File: src/rtl/fsbp_pkg.sv
package fsbp_pkg;

    // =========================================================
    // Array geometry
    // =========================================================
    localparam int ADDR_W = 26;
    localparam int SECTOR_W = 10;
    localparam int SECTOR_LSB = 16;
    localparam int SUB32_LSB = 15;
    localparam int SUB4_LSB = 12;
    localparam logic [ADDR_W-1:0] ADDR_LAST = 26'h3ffffff;
    localparam logic [SECTOR_W-1:0] SECTOR_LAST = 10'h3ff;
    localparam logic [10:0] SUB32_LAST = 11'h7ff;
    localparam logic [13:0] SUB4_LAST = 14'h3fff;

    // =========================================================
    // Status register layout
    // =========================================================
    localparam int SR_WRITE_DIS = 7;
    localparam int SR_BP3 = 6;
    localparam int SR_TOP_BOTTOM = 5;
    localparam int SR_BP_LO_HI = 4;
    localparam int SR_BP_LO_LO = 2;
    localparam int SR_WEL = 1;
    localparam int SR_WIP = 0;
    localparam logic [7:0] SR_NV_MASK = 8'hfc;
    localparam logic [7:0] SR_RESET = 8'h00;

    // =========================================================
    // Flag status register layout
    // =========================================================
    localparam int FSR_READY = 7;
    localparam int FSR_ERASE_ERR = 5;
    localparam int FSR_PROG_ERR = 4;
    localparam int FSR_PROT_ERR = 1;
    localparam int FSR_ADDR4 = 0;
    localparam logic [7:0] FSR_ERR_MASK = 8'h32;
    localparam logic [7:0] FSR_RESET = 8'h00;

    // =========================================================
    // Protect codes
    // =========================================================
    localparam logic [3:0] BP_NONE = 4'h0;
    localparam logic [3:0] BP_ALL_FROM = 4'hb;
    localparam logic [3:0] BP_ONE = 4'h1;

    // =========================================================
    // Commands and state
    // =========================================================
    typedef enum logic [3:0] {
        OP_NOP = 4'h0,
        OP_WRITE_EN = 4'h1,
        OP_WRITE_DIS = 4'h2,
        OP_READ_STATUS = 4'h3,
        OP_WRITE_STATUS = 4'h4,
        OP_PROGRAM = 4'h5,
        OP_ERASE_64K = 4'h6,
        OP_ERASE_32K = 4'h7,
        OP_ERASE_4K = 4'h8,
        OP_BULK_ERASE = 4'h9,
        OP_READ_FLAG = 4'ha,
        OP_CLEAR_FLAG = 4'hb,
        OP_WRITE_NVCFG = 4'hc
    } fsbp_op_t;

    typedef enum logic [0:0] {
        ST_IDLE = 1'b0,
        ST_BUSY = 1'b1
    } fsbp_state_t;

    typedef struct packed {
        fsbp_op_t op;
        logic [ADDR_W-1:0] addr;
        logic [7:0] data;
    } fsbp_cmd_t;

    typedef struct packed {
        fsbp_op_t op;
        logic [ADDR_W-1:0] addr;
    } fsbp_array_t;

    // Default cycle lengths of internal operations
    localparam int CYC_W = 12;
    localparam logic [CYC_W-1:0] CYC_STATUS = 12'h010;
    localparam logic [CYC_W-1:0] CYC_PROGRAM = 12'h040;
    localparam logic [CYC_W-1:0] CYC_ERASE = 12'h100;

endpackage

File: src/rtl/fsbp_prot_decode.sv
`timescale 1ns/1ps

module fsbp_prot_decode (
    // Protection setting
    input wire logic [3:0] bp,
    input wire logic bottom,
    // Target sector
    input wire logic [fsbp_pkg::SECTOR_W-1:0] sector,
    // Result
    output logic hit
);

    // =========================================================
    // Range test
    // =========================================================
    // Code n covers 2^(n-1) sectors: the sector index, counted from
    // the anchored end, must shift to zero by n-1 places.
    wire logic [3:0] shift = bp - fsbp_pkg::BP_ONE;
    wire logic [fsbp_pkg::SECTOR_W-1:0] from_end = bottom ? sector : ~sector;
    wire logic in_range = ((from_end >> shift) == '0);
    wire logic all_code = (bp >= fsbp_pkg::BP_ALL_FROM);

    assign hit = (bp != fsbp_pkg::BP_NONE) && (all_code || in_range);

endmodule

File: src/rtl/fsbp_busy_timer.sv
`timescale 1ns/1ps

module fsbp_busy_timer #(
    parameter int W = fsbp_pkg::CYC_W
) (
    // Clock and reset
    input wire logic clk,
    input wire logic rst,
    // Control
    input wire logic start,
    input wire logic [W-1:0] len,
    // Status
    output logic busy,
    output logic done
);

    if (W < 2) begin
        $error("fsbp_busy_timer: W too small");
    end

    logic [W-1:0] cnt_reg;
    logic busy_reg;
    wire logic last = busy_reg && (cnt_reg <= W'(1));

    always_ff @(posedge clk or posedge rst) begin
        if (rst) begin
            cnt_reg <= '0;
            busy_reg <= 1'b0;
        end else if (start) begin
            cnt_reg <= (len == '0) ? W'(1) : len;
            busy_reg <= 1'b1;
        end else if (busy_reg) begin
            cnt_reg <= cnt_reg - W'(1);
            busy_reg <= !last;
        end
    end

    assign busy = busy_reg;
    assign done = last;

endmodule

File: src/rtl/fsbp_status_ctrl.sv
`timescale 1ns/1ps

// Behaviour
// [RULE1] Read-status returns the status byte; write-status updates its nonvolatile bits.
// [RULE2] Write-disable bit set and write-protect pin low: status write ignored.
// [RULE3] Hardware-protected status is left only by raising the write-protect pin.
// [RULE4] Write-disable bit resets to 0, allowing status writes.
// [RULE5] Bit 5 anchors the protected range: 0 top, 1 bottom.
// [RULE6] Protect field sits at status bits 6 and 4:2, bit 6 most significant.
// [RULE7] Nonzero protect field blocks program and erase in the protected range.
// [RULE8] Top anchoring: code n protects 2^(n-1) sectors ending at 1023; 11+ all.
// [RULE9] Bottom anchoring: code n protects 2^(n-1) sectors from 0; 11+ all.
// [RULE10] Write-enable latch is clear after reset.
// [RULE11] Write-enable command sets latch; writes, programs, erases refused while clear.
// [RULE12] Bit 0 reads 1 during status write, config write, program or erase.
// [RULE13] Bulk erase runs only when the protect field is zero.
// [RULE14] Status bit 0 is always the inverse of flag bit 7.
// [RULE15] Array decodes as 1024 64KB sectors, 2048 32KB and 16384 4KB subsectors.
// [RULE16] Program or erase on a protected sector is refused and sets protection error.
// [RULE17] Flag error bits stay set until the clear-flag command.
// [RULE18] Write-enable latch clears on completion or on a protection refusal.
module fsbp_status_ctrl #(
    parameter int CYC_W = fsbp_pkg::CYC_W,
    parameter logic [fsbp_pkg::CYC_W-1:0] STATUS_CYCLES = fsbp_pkg::CYC_STATUS,
    parameter logic [fsbp_pkg::CYC_W-1:0] PROGRAM_CYCLES = fsbp_pkg::CYC_PROGRAM,
    parameter logic [fsbp_pkg::CYC_W-1:0] ERASE_CYCLES = fsbp_pkg::CYC_ERASE
) (
    // Clock and reset
    input wire logic MCLK,
    input wire logic RST,
    // Write-protect pin
    input wire logic WP_N,
    // Command port
    input wire logic CMD_VALID,
    input wire fsbp_pkg::fsbp_cmd_t CMD,
    output logic CMD_READY,
    // Read answer
    output logic RD_VALID,
    output logic [7:0] RD_DATA,
    // Array operation request
    output logic ARRAY_START,
    output fsbp_pkg::fsbp_array_t ARRAY_REQ,
    // Visible state
    output logic [7:0] STATUS_Q,
    output logic [7:0] FLAG_Q,
    output logic PROT_REFUSE
);

    // =========================================================
    // Parameter checks
    // =========================================================
    if (CYC_W != fsbp_pkg::CYC_W) begin
        $error("fsbp_status_ctrl: CYC_W must match package");
    end
    if (STATUS_CYCLES == '0 || PROGRAM_CYCLES == '0 || ERASE_CYCLES == '0) begin
        $error("fsbp_status_ctrl: op lengths must be nonzero");
    end

    // =========================================================
    // State
    // =========================================================
    fsbp_pkg::fsbp_state_t state_reg;
    fsbp_pkg::fsbp_state_t state_next;
    logic [7:0] nv_reg;
    logic [7:0] nv_pend_reg;
    logic pend_sr_reg;
    logic wel_reg;
    logic wel_next;
    logic erase_err_reg;
    logic prog_err_reg;
    logic prot_err_reg;
    logic [7:0] rd_data_reg;
    logic [7:0] rd_data_next;
    logic rd_valid_reg;
    logic start_reg;
    fsbp_pkg::fsbp_array_t req_reg;
    logic refuse_reg;

    // =========================================================
    // Field decode
    // =========================================================
    function automatic logic [3:0] bp_of(input logic [7:0] sr);
        bp_of = {sr[fsbp_pkg::SR_BP3],
                 sr[fsbp_pkg::SR_BP_LO_HI:fsbp_pkg::SR_BP_LO_LO]}; // [RULE6]
    endfunction

    function automatic logic is_array_op(input fsbp_pkg::fsbp_op_t op);
        is_array_op = (op == fsbp_pkg::OP_PROGRAM) || (op == fsbp_pkg::OP_ERASE_64K)
            || (op == fsbp_pkg::OP_ERASE_32K) || (op == fsbp_pkg::OP_ERASE_4K);
    endfunction

    function automatic logic is_read_op(input fsbp_pkg::fsbp_op_t op);
        is_read_op = (op == fsbp_pkg::OP_READ_STATUS) || (op == fsbp_pkg::OP_READ_FLAG);
    endfunction

    wire logic [3:0] bp = bp_of(nv_reg);
    wire logic bottom = nv_reg[fsbp_pkg::SR_TOP_BOTTOM]; // [RULE5]
    wire logic write_dis = nv_reg[fsbp_pkg::SR_WRITE_DIS];
    // Only the pin or RST releases this; no command touches it
    wire logic hw_locked = write_dis && !WP_N; // [RULE2] [RULE3] [RULE4]

    // Sector of a 26-bit byte address; subsectors lie inside it
    wire logic [fsbp_pkg::ADDR_W-1:0] addr = CMD.addr & fsbp_pkg::ADDR_LAST; // [RULE15]
    wire logic [fsbp_pkg::SECTOR_W-1:0] sector = addr[fsbp_pkg::ADDR_W-1:fsbp_pkg::SECTOR_LSB];
    wire logic [fsbp_pkg::ADDR_W-1:0] base_64k =
        {addr[fsbp_pkg::ADDR_W-1:fsbp_pkg::SECTOR_LSB], {fsbp_pkg::SECTOR_LSB{1'b0}}};
    wire logic [fsbp_pkg::ADDR_W-1:0] base_32k =
        {addr[fsbp_pkg::ADDR_W-1:fsbp_pkg::SUB32_LSB], {fsbp_pkg::SUB32_LSB{1'b0}}};
    wire logic [fsbp_pkg::ADDR_W-1:0] base_4k =
        {addr[fsbp_pkg::ADDR_W-1:fsbp_pkg::SUB4_LSB], {fsbp_pkg::SUB4_LSB{1'b0}}};

    logic sector_hit;

    fsbp_prot_decode u_decode (
        .bp(bp),
        .bottom(bottom),
        .sector(sector),
        .hit(sector_hit)
    ); // [RULE8] [RULE9]

    // =========================================================
    // Busy timer
    // =========================================================
    logic tmr_busy;
    logic tmr_done;
    logic tmr_start;
    logic [CYC_W-1:0] tmr_len;

    fsbp_busy_timer #(
        .W(CYC_W)
    ) u_timer (
        .clk(MCLK),
        .rst(RST),
        .start(tmr_start),
        .len(tmr_len),
        .busy(tmr_busy),
        .done(tmr_done)
    );

    // =========================================================
    // Command acceptance
    // =========================================================
    wire logic idle = (state_reg == fsbp_pkg::ST_IDLE);
    // While busy only the polling reads are taken
    assign CMD_READY = idle || is_read_op(CMD.op);
    wire logic take = CMD_VALID && CMD_READY;
    wire fsbp_pkg::fsbp_op_t op = CMD.op;

    wire logic do_wr_status = take && (op == fsbp_pkg::OP_WRITE_STATUS) && wel_reg
        && !hw_locked; // [RULE1] [RULE2] [RULE11]
    wire logic do_nvcfg = take && (op == fsbp_pkg::OP_WRITE_NVCFG) && wel_reg; // [RULE11]
    wire logic arr_try = take && is_array_op(op) && wel_reg; // [RULE11]
    wire logic arr_prot = arr_try && sector_hit; // [RULE7] [RULE16]
    wire logic do_array = arr_try && !sector_hit;
    wire logic bulk_try = take && (op == fsbp_pkg::OP_BULK_ERASE) && wel_reg;
    wire logic do_bulk = bulk_try && (bp == fsbp_pkg::BP_NONE); // [RULE13]
    wire logic bulk_skip = bulk_try && (bp != fsbp_pkg::BP_NONE);
    wire logic sr_locked_try = take && (op == fsbp_pkg::OP_WRITE_STATUS) && wel_reg
        && hw_locked;
    wire logic any_start = do_wr_status || do_nvcfg || do_array || do_bulk;
    wire logic is_prog = (op == fsbp_pkg::OP_PROGRAM);

    assign tmr_start = any_start;
    assign tmr_len = (do_wr_status || do_nvcfg) ? STATUS_CYCLES
        : (do_array && is_prog) ? PROGRAM_CYCLES : ERASE_CYCLES;

    // =========================================================
    // Next-state and latch
    // =========================================================
    always_comb begin
        state_next = state_reg;
        case (state_reg)
            fsbp_pkg::ST_IDLE: begin
                if (any_start) begin
                    state_next = fsbp_pkg::ST_BUSY;
                end
            end
            fsbp_pkg::ST_BUSY: begin
                if (tmr_done) begin
                    state_next = fsbp_pkg::ST_IDLE;
                end
            end
            default: begin
                state_next = fsbp_pkg::ST_IDLE;
            end
        endcase
    end

    always_comb begin
        wel_next = wel_reg;
        if (take && (op == fsbp_pkg::OP_WRITE_EN) && idle) begin
            wel_next = 1'b1; // [RULE11]
        end else if (take && (op == fsbp_pkg::OP_WRITE_DIS)) begin
            wel_next = 1'b0;
        end else if (arr_prot || bulk_skip || sr_locked_try) begin
            wel_next = 1'b0; // [RULE18]
        end else if (!idle && tmr_done) begin
            wel_next = 1'b0; // [RULE18]
        end
    end

    // =========================================================
    // Read answer
    // =========================================================
    wire logic busy_flag = !idle;
    wire logic [7:0] flag_byte = {!busy_flag, 1'b0, erase_err_reg, prog_err_reg,
                                  2'b00, prot_err_reg, 1'b0};
    // Bit 0 is taken straight from the inverse of the flag ready bit
    wire logic [7:0] status_byte = (nv_reg & fsbp_pkg::SR_NV_MASK)
        | {6'h00, wel_reg, !flag_byte[fsbp_pkg::FSR_READY]}; // [RULE12] [RULE14]

    always_comb begin
        rd_data_next = rd_data_reg;
        if (take && (op == fsbp_pkg::OP_READ_STATUS)) begin
            rd_data_next = status_byte; // [RULE1]
        end else if (take && (op == fsbp_pkg::OP_READ_FLAG)) begin
            rd_data_next = flag_byte;
        end
    end

    // =========================================================
    // Error flags: set wins over clear
    // =========================================================
    wire logic clr_flags = take && (op == fsbp_pkg::OP_CLEAR_FLAG);
    wire logic set_prot = arr_prot; // [RULE16]
    wire logic set_prog = arr_prot && is_prog;
    wire logic set_erase = arr_prot && !is_prog;

    always_ff @(posedge MCLK or posedge RST) begin
        if (RST) begin
            prot_err_reg <= 1'b0;
            prog_err_reg <= 1'b0;
            erase_err_reg <= 1'b0;
        end else begin
            prot_err_reg <= set_prot || (prot_err_reg && !clr_flags); // [RULE17]
            prog_err_reg <= set_prog || (prog_err_reg && !clr_flags); // [RULE17]
            erase_err_reg <= set_erase || (erase_err_reg && !clr_flags); // [RULE17]
        end
    end

    // =========================================================
    // Status register
    // =========================================================
    always_ff @(posedge MCLK or posedge RST) begin
        if (RST) begin
            state_reg <= fsbp_pkg::ST_IDLE;
            wel_reg <= 1'b0; // [RULE10]
            nv_reg <= fsbp_pkg::SR_RESET; // [RULE4] [RULE5]
            nv_pend_reg <= fsbp_pkg::SR_RESET;
            pend_sr_reg <= 1'b0;
        end else begin
            state_reg <= state_next;
            wel_reg <= wel_next;
            if (do_wr_status) begin
                nv_pend_reg <= CMD.data & fsbp_pkg::SR_NV_MASK;
                pend_sr_reg <= 1'b1;
            end else if (tmr_done && pend_sr_reg) begin
                nv_reg <= nv_pend_reg; // [RULE1]
                pend_sr_reg <= 1'b0;
            end
        end
    end

    // =========================================================
    // Outputs
    // =========================================================
    always_ff @(posedge MCLK or posedge RST) begin
        if (RST) begin
            rd_data_reg <= 8'h00;
            rd_valid_reg <= 1'b0;
            start_reg <= 1'b0;
            req_reg <= '0;
            refuse_reg <= 1'b0;
        end else begin
            rd_data_reg <= rd_data_next;
            rd_valid_reg <= take && is_read_op(op);
            start_reg <= do_array || do_bulk;
            refuse_reg <= arr_prot || bulk_skip;
            if (do_array || do_bulk) begin
                req_reg.op <= op;
                case (op)
                    fsbp_pkg::OP_ERASE_64K: req_reg.addr <= base_64k;
                    fsbp_pkg::OP_ERASE_32K: req_reg.addr <= base_32k;
                    fsbp_pkg::OP_ERASE_4K: req_reg.addr <= base_4k;
                    fsbp_pkg::OP_BULK_ERASE: req_reg.addr <= '0;
                    default: req_reg.addr <= addr;
                endcase
            end
        end
    end

    assign RD_DATA = rd_data_reg;
    assign RD_VALID = rd_valid_reg;
    assign ARRAY_START = start_reg;
    assign ARRAY_REQ = req_reg;
    assign STATUS_Q = status_byte;
    assign FLAG_Q = flag_byte;
    assign PROT_REFUSE = refuse_reg;

endmodule

File: config.mk
export PLATFORM = sky130hd
export DESIGN_NAME = fsbp_status_ctrl
export DESIGN_NICKNAME = d
export VERILOG_FILES = /design/src/rtl/fsbp_pkg.sv /design/src/rtl/fsbp_prot_decode.sv /design/src/rtl/fsbp_busy_timer.sv /design/src/rtl/fsbp_status_ctrl.sv
export SDC_FILE = /design/constraint.sdc
export NUM_CORES = 1
export LEC_CHECK = 0
export BUFFER_PORTS_ARGS = -buffer_cell sky130_fd_sc_hd__clkbuf_2
export CELL_PAD_IN_SITES_DETAIL_PLACEMENT = 1
export CELL_PAD_IN_SITES_GLOBAL_PLACEMENT = 1
export CORE_UTILIZATION = 30
export DETAILED_ROUTE_END_ITERATION = 8
export PLACE_DENSITY = 0.66
export SLEW_MARGIN = 25
export SYNTH_ARGS = -nofsm -noshare
export SYNTH_HDL_FRONTEND = slang
export SYNTH_SLANG_ARGS = --single-unit
File: constraint.sdc
create_clock -name MCLK -period 2.8 [get_ports MCLK]
set_clock_uncertainty 0.05 [all_clocks]
set_input_delay 0 -clock MCLK [delete_from_list [all_inputs] [get_ports MCLK]]
set_output_delay 0 -clock MCLK [all_outputs]
set_load 0.1 [all_outputs]
==> reports/results.ini <==
[placement]
hpwlAfterDp_um = 7020
numPortBuffers = 93
gp_congestion = 0.720

[global_route]
antenna_found_initial = 0
grt_pass1_wl_um = 17300
grt_use_met3 = 0.0351
gr-total-overflow = 0
grt.busiest_layer = met2
gr-usage-all-layers = 0.172
grt_pass1_vias = 3408
use_met2 = 0.298
grt_max_degree = 73
grt_use_met1 = 0.216

[run]
maxCapViolations = 0

[die]
die_area_mm2 = 0.0130
coreArea_mm2 = 0.0121
die_w_um = 114
rows = 40
die_y_um = 114
initial_core_util = 0.311
ios = 100

[yosys]
yosysTopAreaCellShare = 0.479
synthTopCellsByArea = dfrtp_1 (48%), o31ai_1 (5.6%), mux2_2 (5.4%)
yosysMostFrequentCell = dfrtp_1
ys_ff_latch = 72
synth.distinct_cells = 57
yosysSeqAreaShare = 0.479
yosys_warnings = 0
ys_async_sr_fraction = 1.00
synth_cells = 373
synth_common_cells = dfrtp_1 (72), nand2_1 (44), o21ai_0 (40)
avgSynthCellArea_um2 = 10.1
yosys_most_used_dff = dfrtp_1
synth_area_mm2 = 0.00376
synth.largest_area_cell = dfrtp_1
synth_edf_count = 0

[routing]
ant_nets = 0
wl_per_cell_um = 15.7
wirelength_um = 10300
drc = 0
vias_per_cell = 4.91
vias = 3222
firstDrtPassIters = 4
first_iter_violations = 143

[hold_path]
hold_path_depth = 2
hold_path.class = in2reg
whs_endpoint = ARRAY_REQ[27]
hold_start = CMD[35]

[sta]
slew_viol_final = 0
max_freq_mhz = 386
fin_setup_tns_ps = 0
min_period_ps = 2590
rsz0062_at_grt = false
timing.hold.ws_ps = 15.3
final_hold_viol_count = 0
fin_crit_sh = 0.925
worstMarginPinSlew_ps = 688
setup_viol = 0
slew-limit-headroom = 0.541

[critical_path]
path_class = reg2reg
cpLargestDelayFamily = compound AO/OA/AOI/OAI gates
arrival_ps = 2760
required_ps = 2970
slowest_delay_ps = 500
critical_path_buf_inv_count = 0
reg2reg_depth = 7
worst-path-max-fanout = 18
crit_path_top_delay_cell = dfrtp_2
worstSetupEndpointType = flop
rr_endpoint = u_timer.cnt_reg[6]
crit_chain = mux2i_1, or3b_1, a221oi_1, o2111ai_1, a21oi_4, nor2_4, o41ai_2
r2r_slack_ps = 210
cp-start-kind = flop
r2r-start = nv_reg[2]

[layout]
n_antenna_cell = 0
final_nets = 531
fin_util = 0.408
drive_gt1_frac = 0.311
largest_register_ffs = 30
syn_to_final_growth_pct = 31.2

[clock_tree]
h-tree-depth = 3
post-cts-setup-buffers = 0
clockRootBuffer = clkbuf_16
insertion_delay_ps = 330
cts-buffers-inserted = 9
path_clk_slew_ps = 60
cts_tree = done
clkSinkCount = 72
cts_buffer_depth = 2

[pwr]
static-leakage-power_nw = 2.32
irDropWorstVdd_uv = 705
cellPowerDensity_mw_per_mm2 = 1130

[outcome]
status = finished clean

==> cell usage in the layout (no fill, tap or decap), types with 2 or more instances in the layout <==
cell type,n
conb_1,4
nand2b_1,8
nand3_1,3
nand3b_1,2
clkbuf_16,9
clkbuf_1,3
a21oi_1,5
o31ai_1,28
or4_4,2
nand4_1,3
nor2b_1,7
dfrtp_2,2
xnor2_1,10
dlygate4sd3_1,32
a22o_1,6
xor2_1,2
and3b_1,2
dfrtp_1,70
inv_1,8
nor2_1,15
nand2_1,44
clkbuf_2,93
mux2_2,18
nor4_1,2
mux2i_1,6
buf_4,5
nor3_1,12
ha_1,3
o21ai_0,38
and3_1,2
a221oi_1,2
o22ai_1,3
==> worst register-to-register path, delay by kind of cell, from the launching register on <==
kind	cells	cell delay [ps]
flops	1	500
simple gates	2	540
compound gates	4	1240
mux	1	170
==> cell families (layout without fill, tap and decap cells) <==
| group | Yosys count | in the layout | share of synthesized area |
|---|---|---|---|
| xor+xnor | 13 | 13 | 0.0302 |
| compound gates | 100 | 100 | 0.181 |
| fa+ha+maj | 4 | 4 | 0.0133 |
| simple gates | 115 | 115 | 0.163 |
| buf+inv | 44 | 156 | 0.0638 |
| mux | 24 | 24 | 0.0698 |
| flops | 72 | 72 | 0.479 |
| other cells | 1 | 4 | 0.000996 |
==> routing by layer <==
metal,routed length (µm),part of all wire
met2,5180,0.50
met3,299,0.029
met5,0,0
met1,4690,0.46
met4,131,0.013
==> worst max-delay path by stage <==
| stage | start | end | slack (ps) | cells past startpoint |
|---|---|---|---|---|
| after floorplan | nv_reg[2] | u_timer.cnt_reg[8] | -70 | 12 |
| after global placement | nv_reg[5] | ARRAY_REQ[29] | 250 | 8 |
| after detailed placement | nv_reg[3] | u_timer.cnt_reg[1] | 200 | 9 |
| after CTS | nv_reg[3] | u_timer.cnt_reg[1] | 170 | 9 |
| after global routing | nv_reg[2] | u_timer.cnt_reg[1] | 10 | 7 |
| final | nv_reg[2] | u_timer.cnt_reg[6] | 210 | 7 |
==> stage by stage <==
stage | total power, mW | instances | setup WS, ps | instance area, µm²
floorplan | 4.08 | 376 | -67.2 | 3810
global placement | 4.50 | 610 | 254 | 4350
detailed placement | 4.56 | 610 | 201 | 4350
CTS | 5.65 | 656 | 173 | 4930
global route | 5.88 | 656 | 11.2 | 4940
finish | 5.59 | 656 | 211 | 4940
==> repair_timing <==
action                                  in CTS  in global routing
gates resized for setup                      0                  1
endpoints found under the setup margin       0                  1
hold buffers                                32                  0
endpoints found under the hold margin      103                  0
==> report_power, final <==
part           total [mW]  internal, mW  leakage (nW)  switching (mW)
registers            1.66          1.39         0.931           0.272
logic                2.90         0.577          1.26            2.33
clock network        1.03         0.614         0.126           0.415
total                5.59          2.58          2.32            3.01
==> layout make-up <==
| type | count | area, µm² |
|---|---|---|
| Timing Repair Buffer | 132 | 855 |
| Tap cell | 168 | 210 |
| Sequential cell | 72 | 1800 |
| Clock inverter | 1 | 5.00 |
| Fill cell | 1440 | 7170 |
| Multi-Input combinational cell | 260 | 1770 |
| Clock buffer | 13 | 250 |
| Inverter | 10 | 40.0 |
No activity file was read; power rests on OpenSTA's default activity.
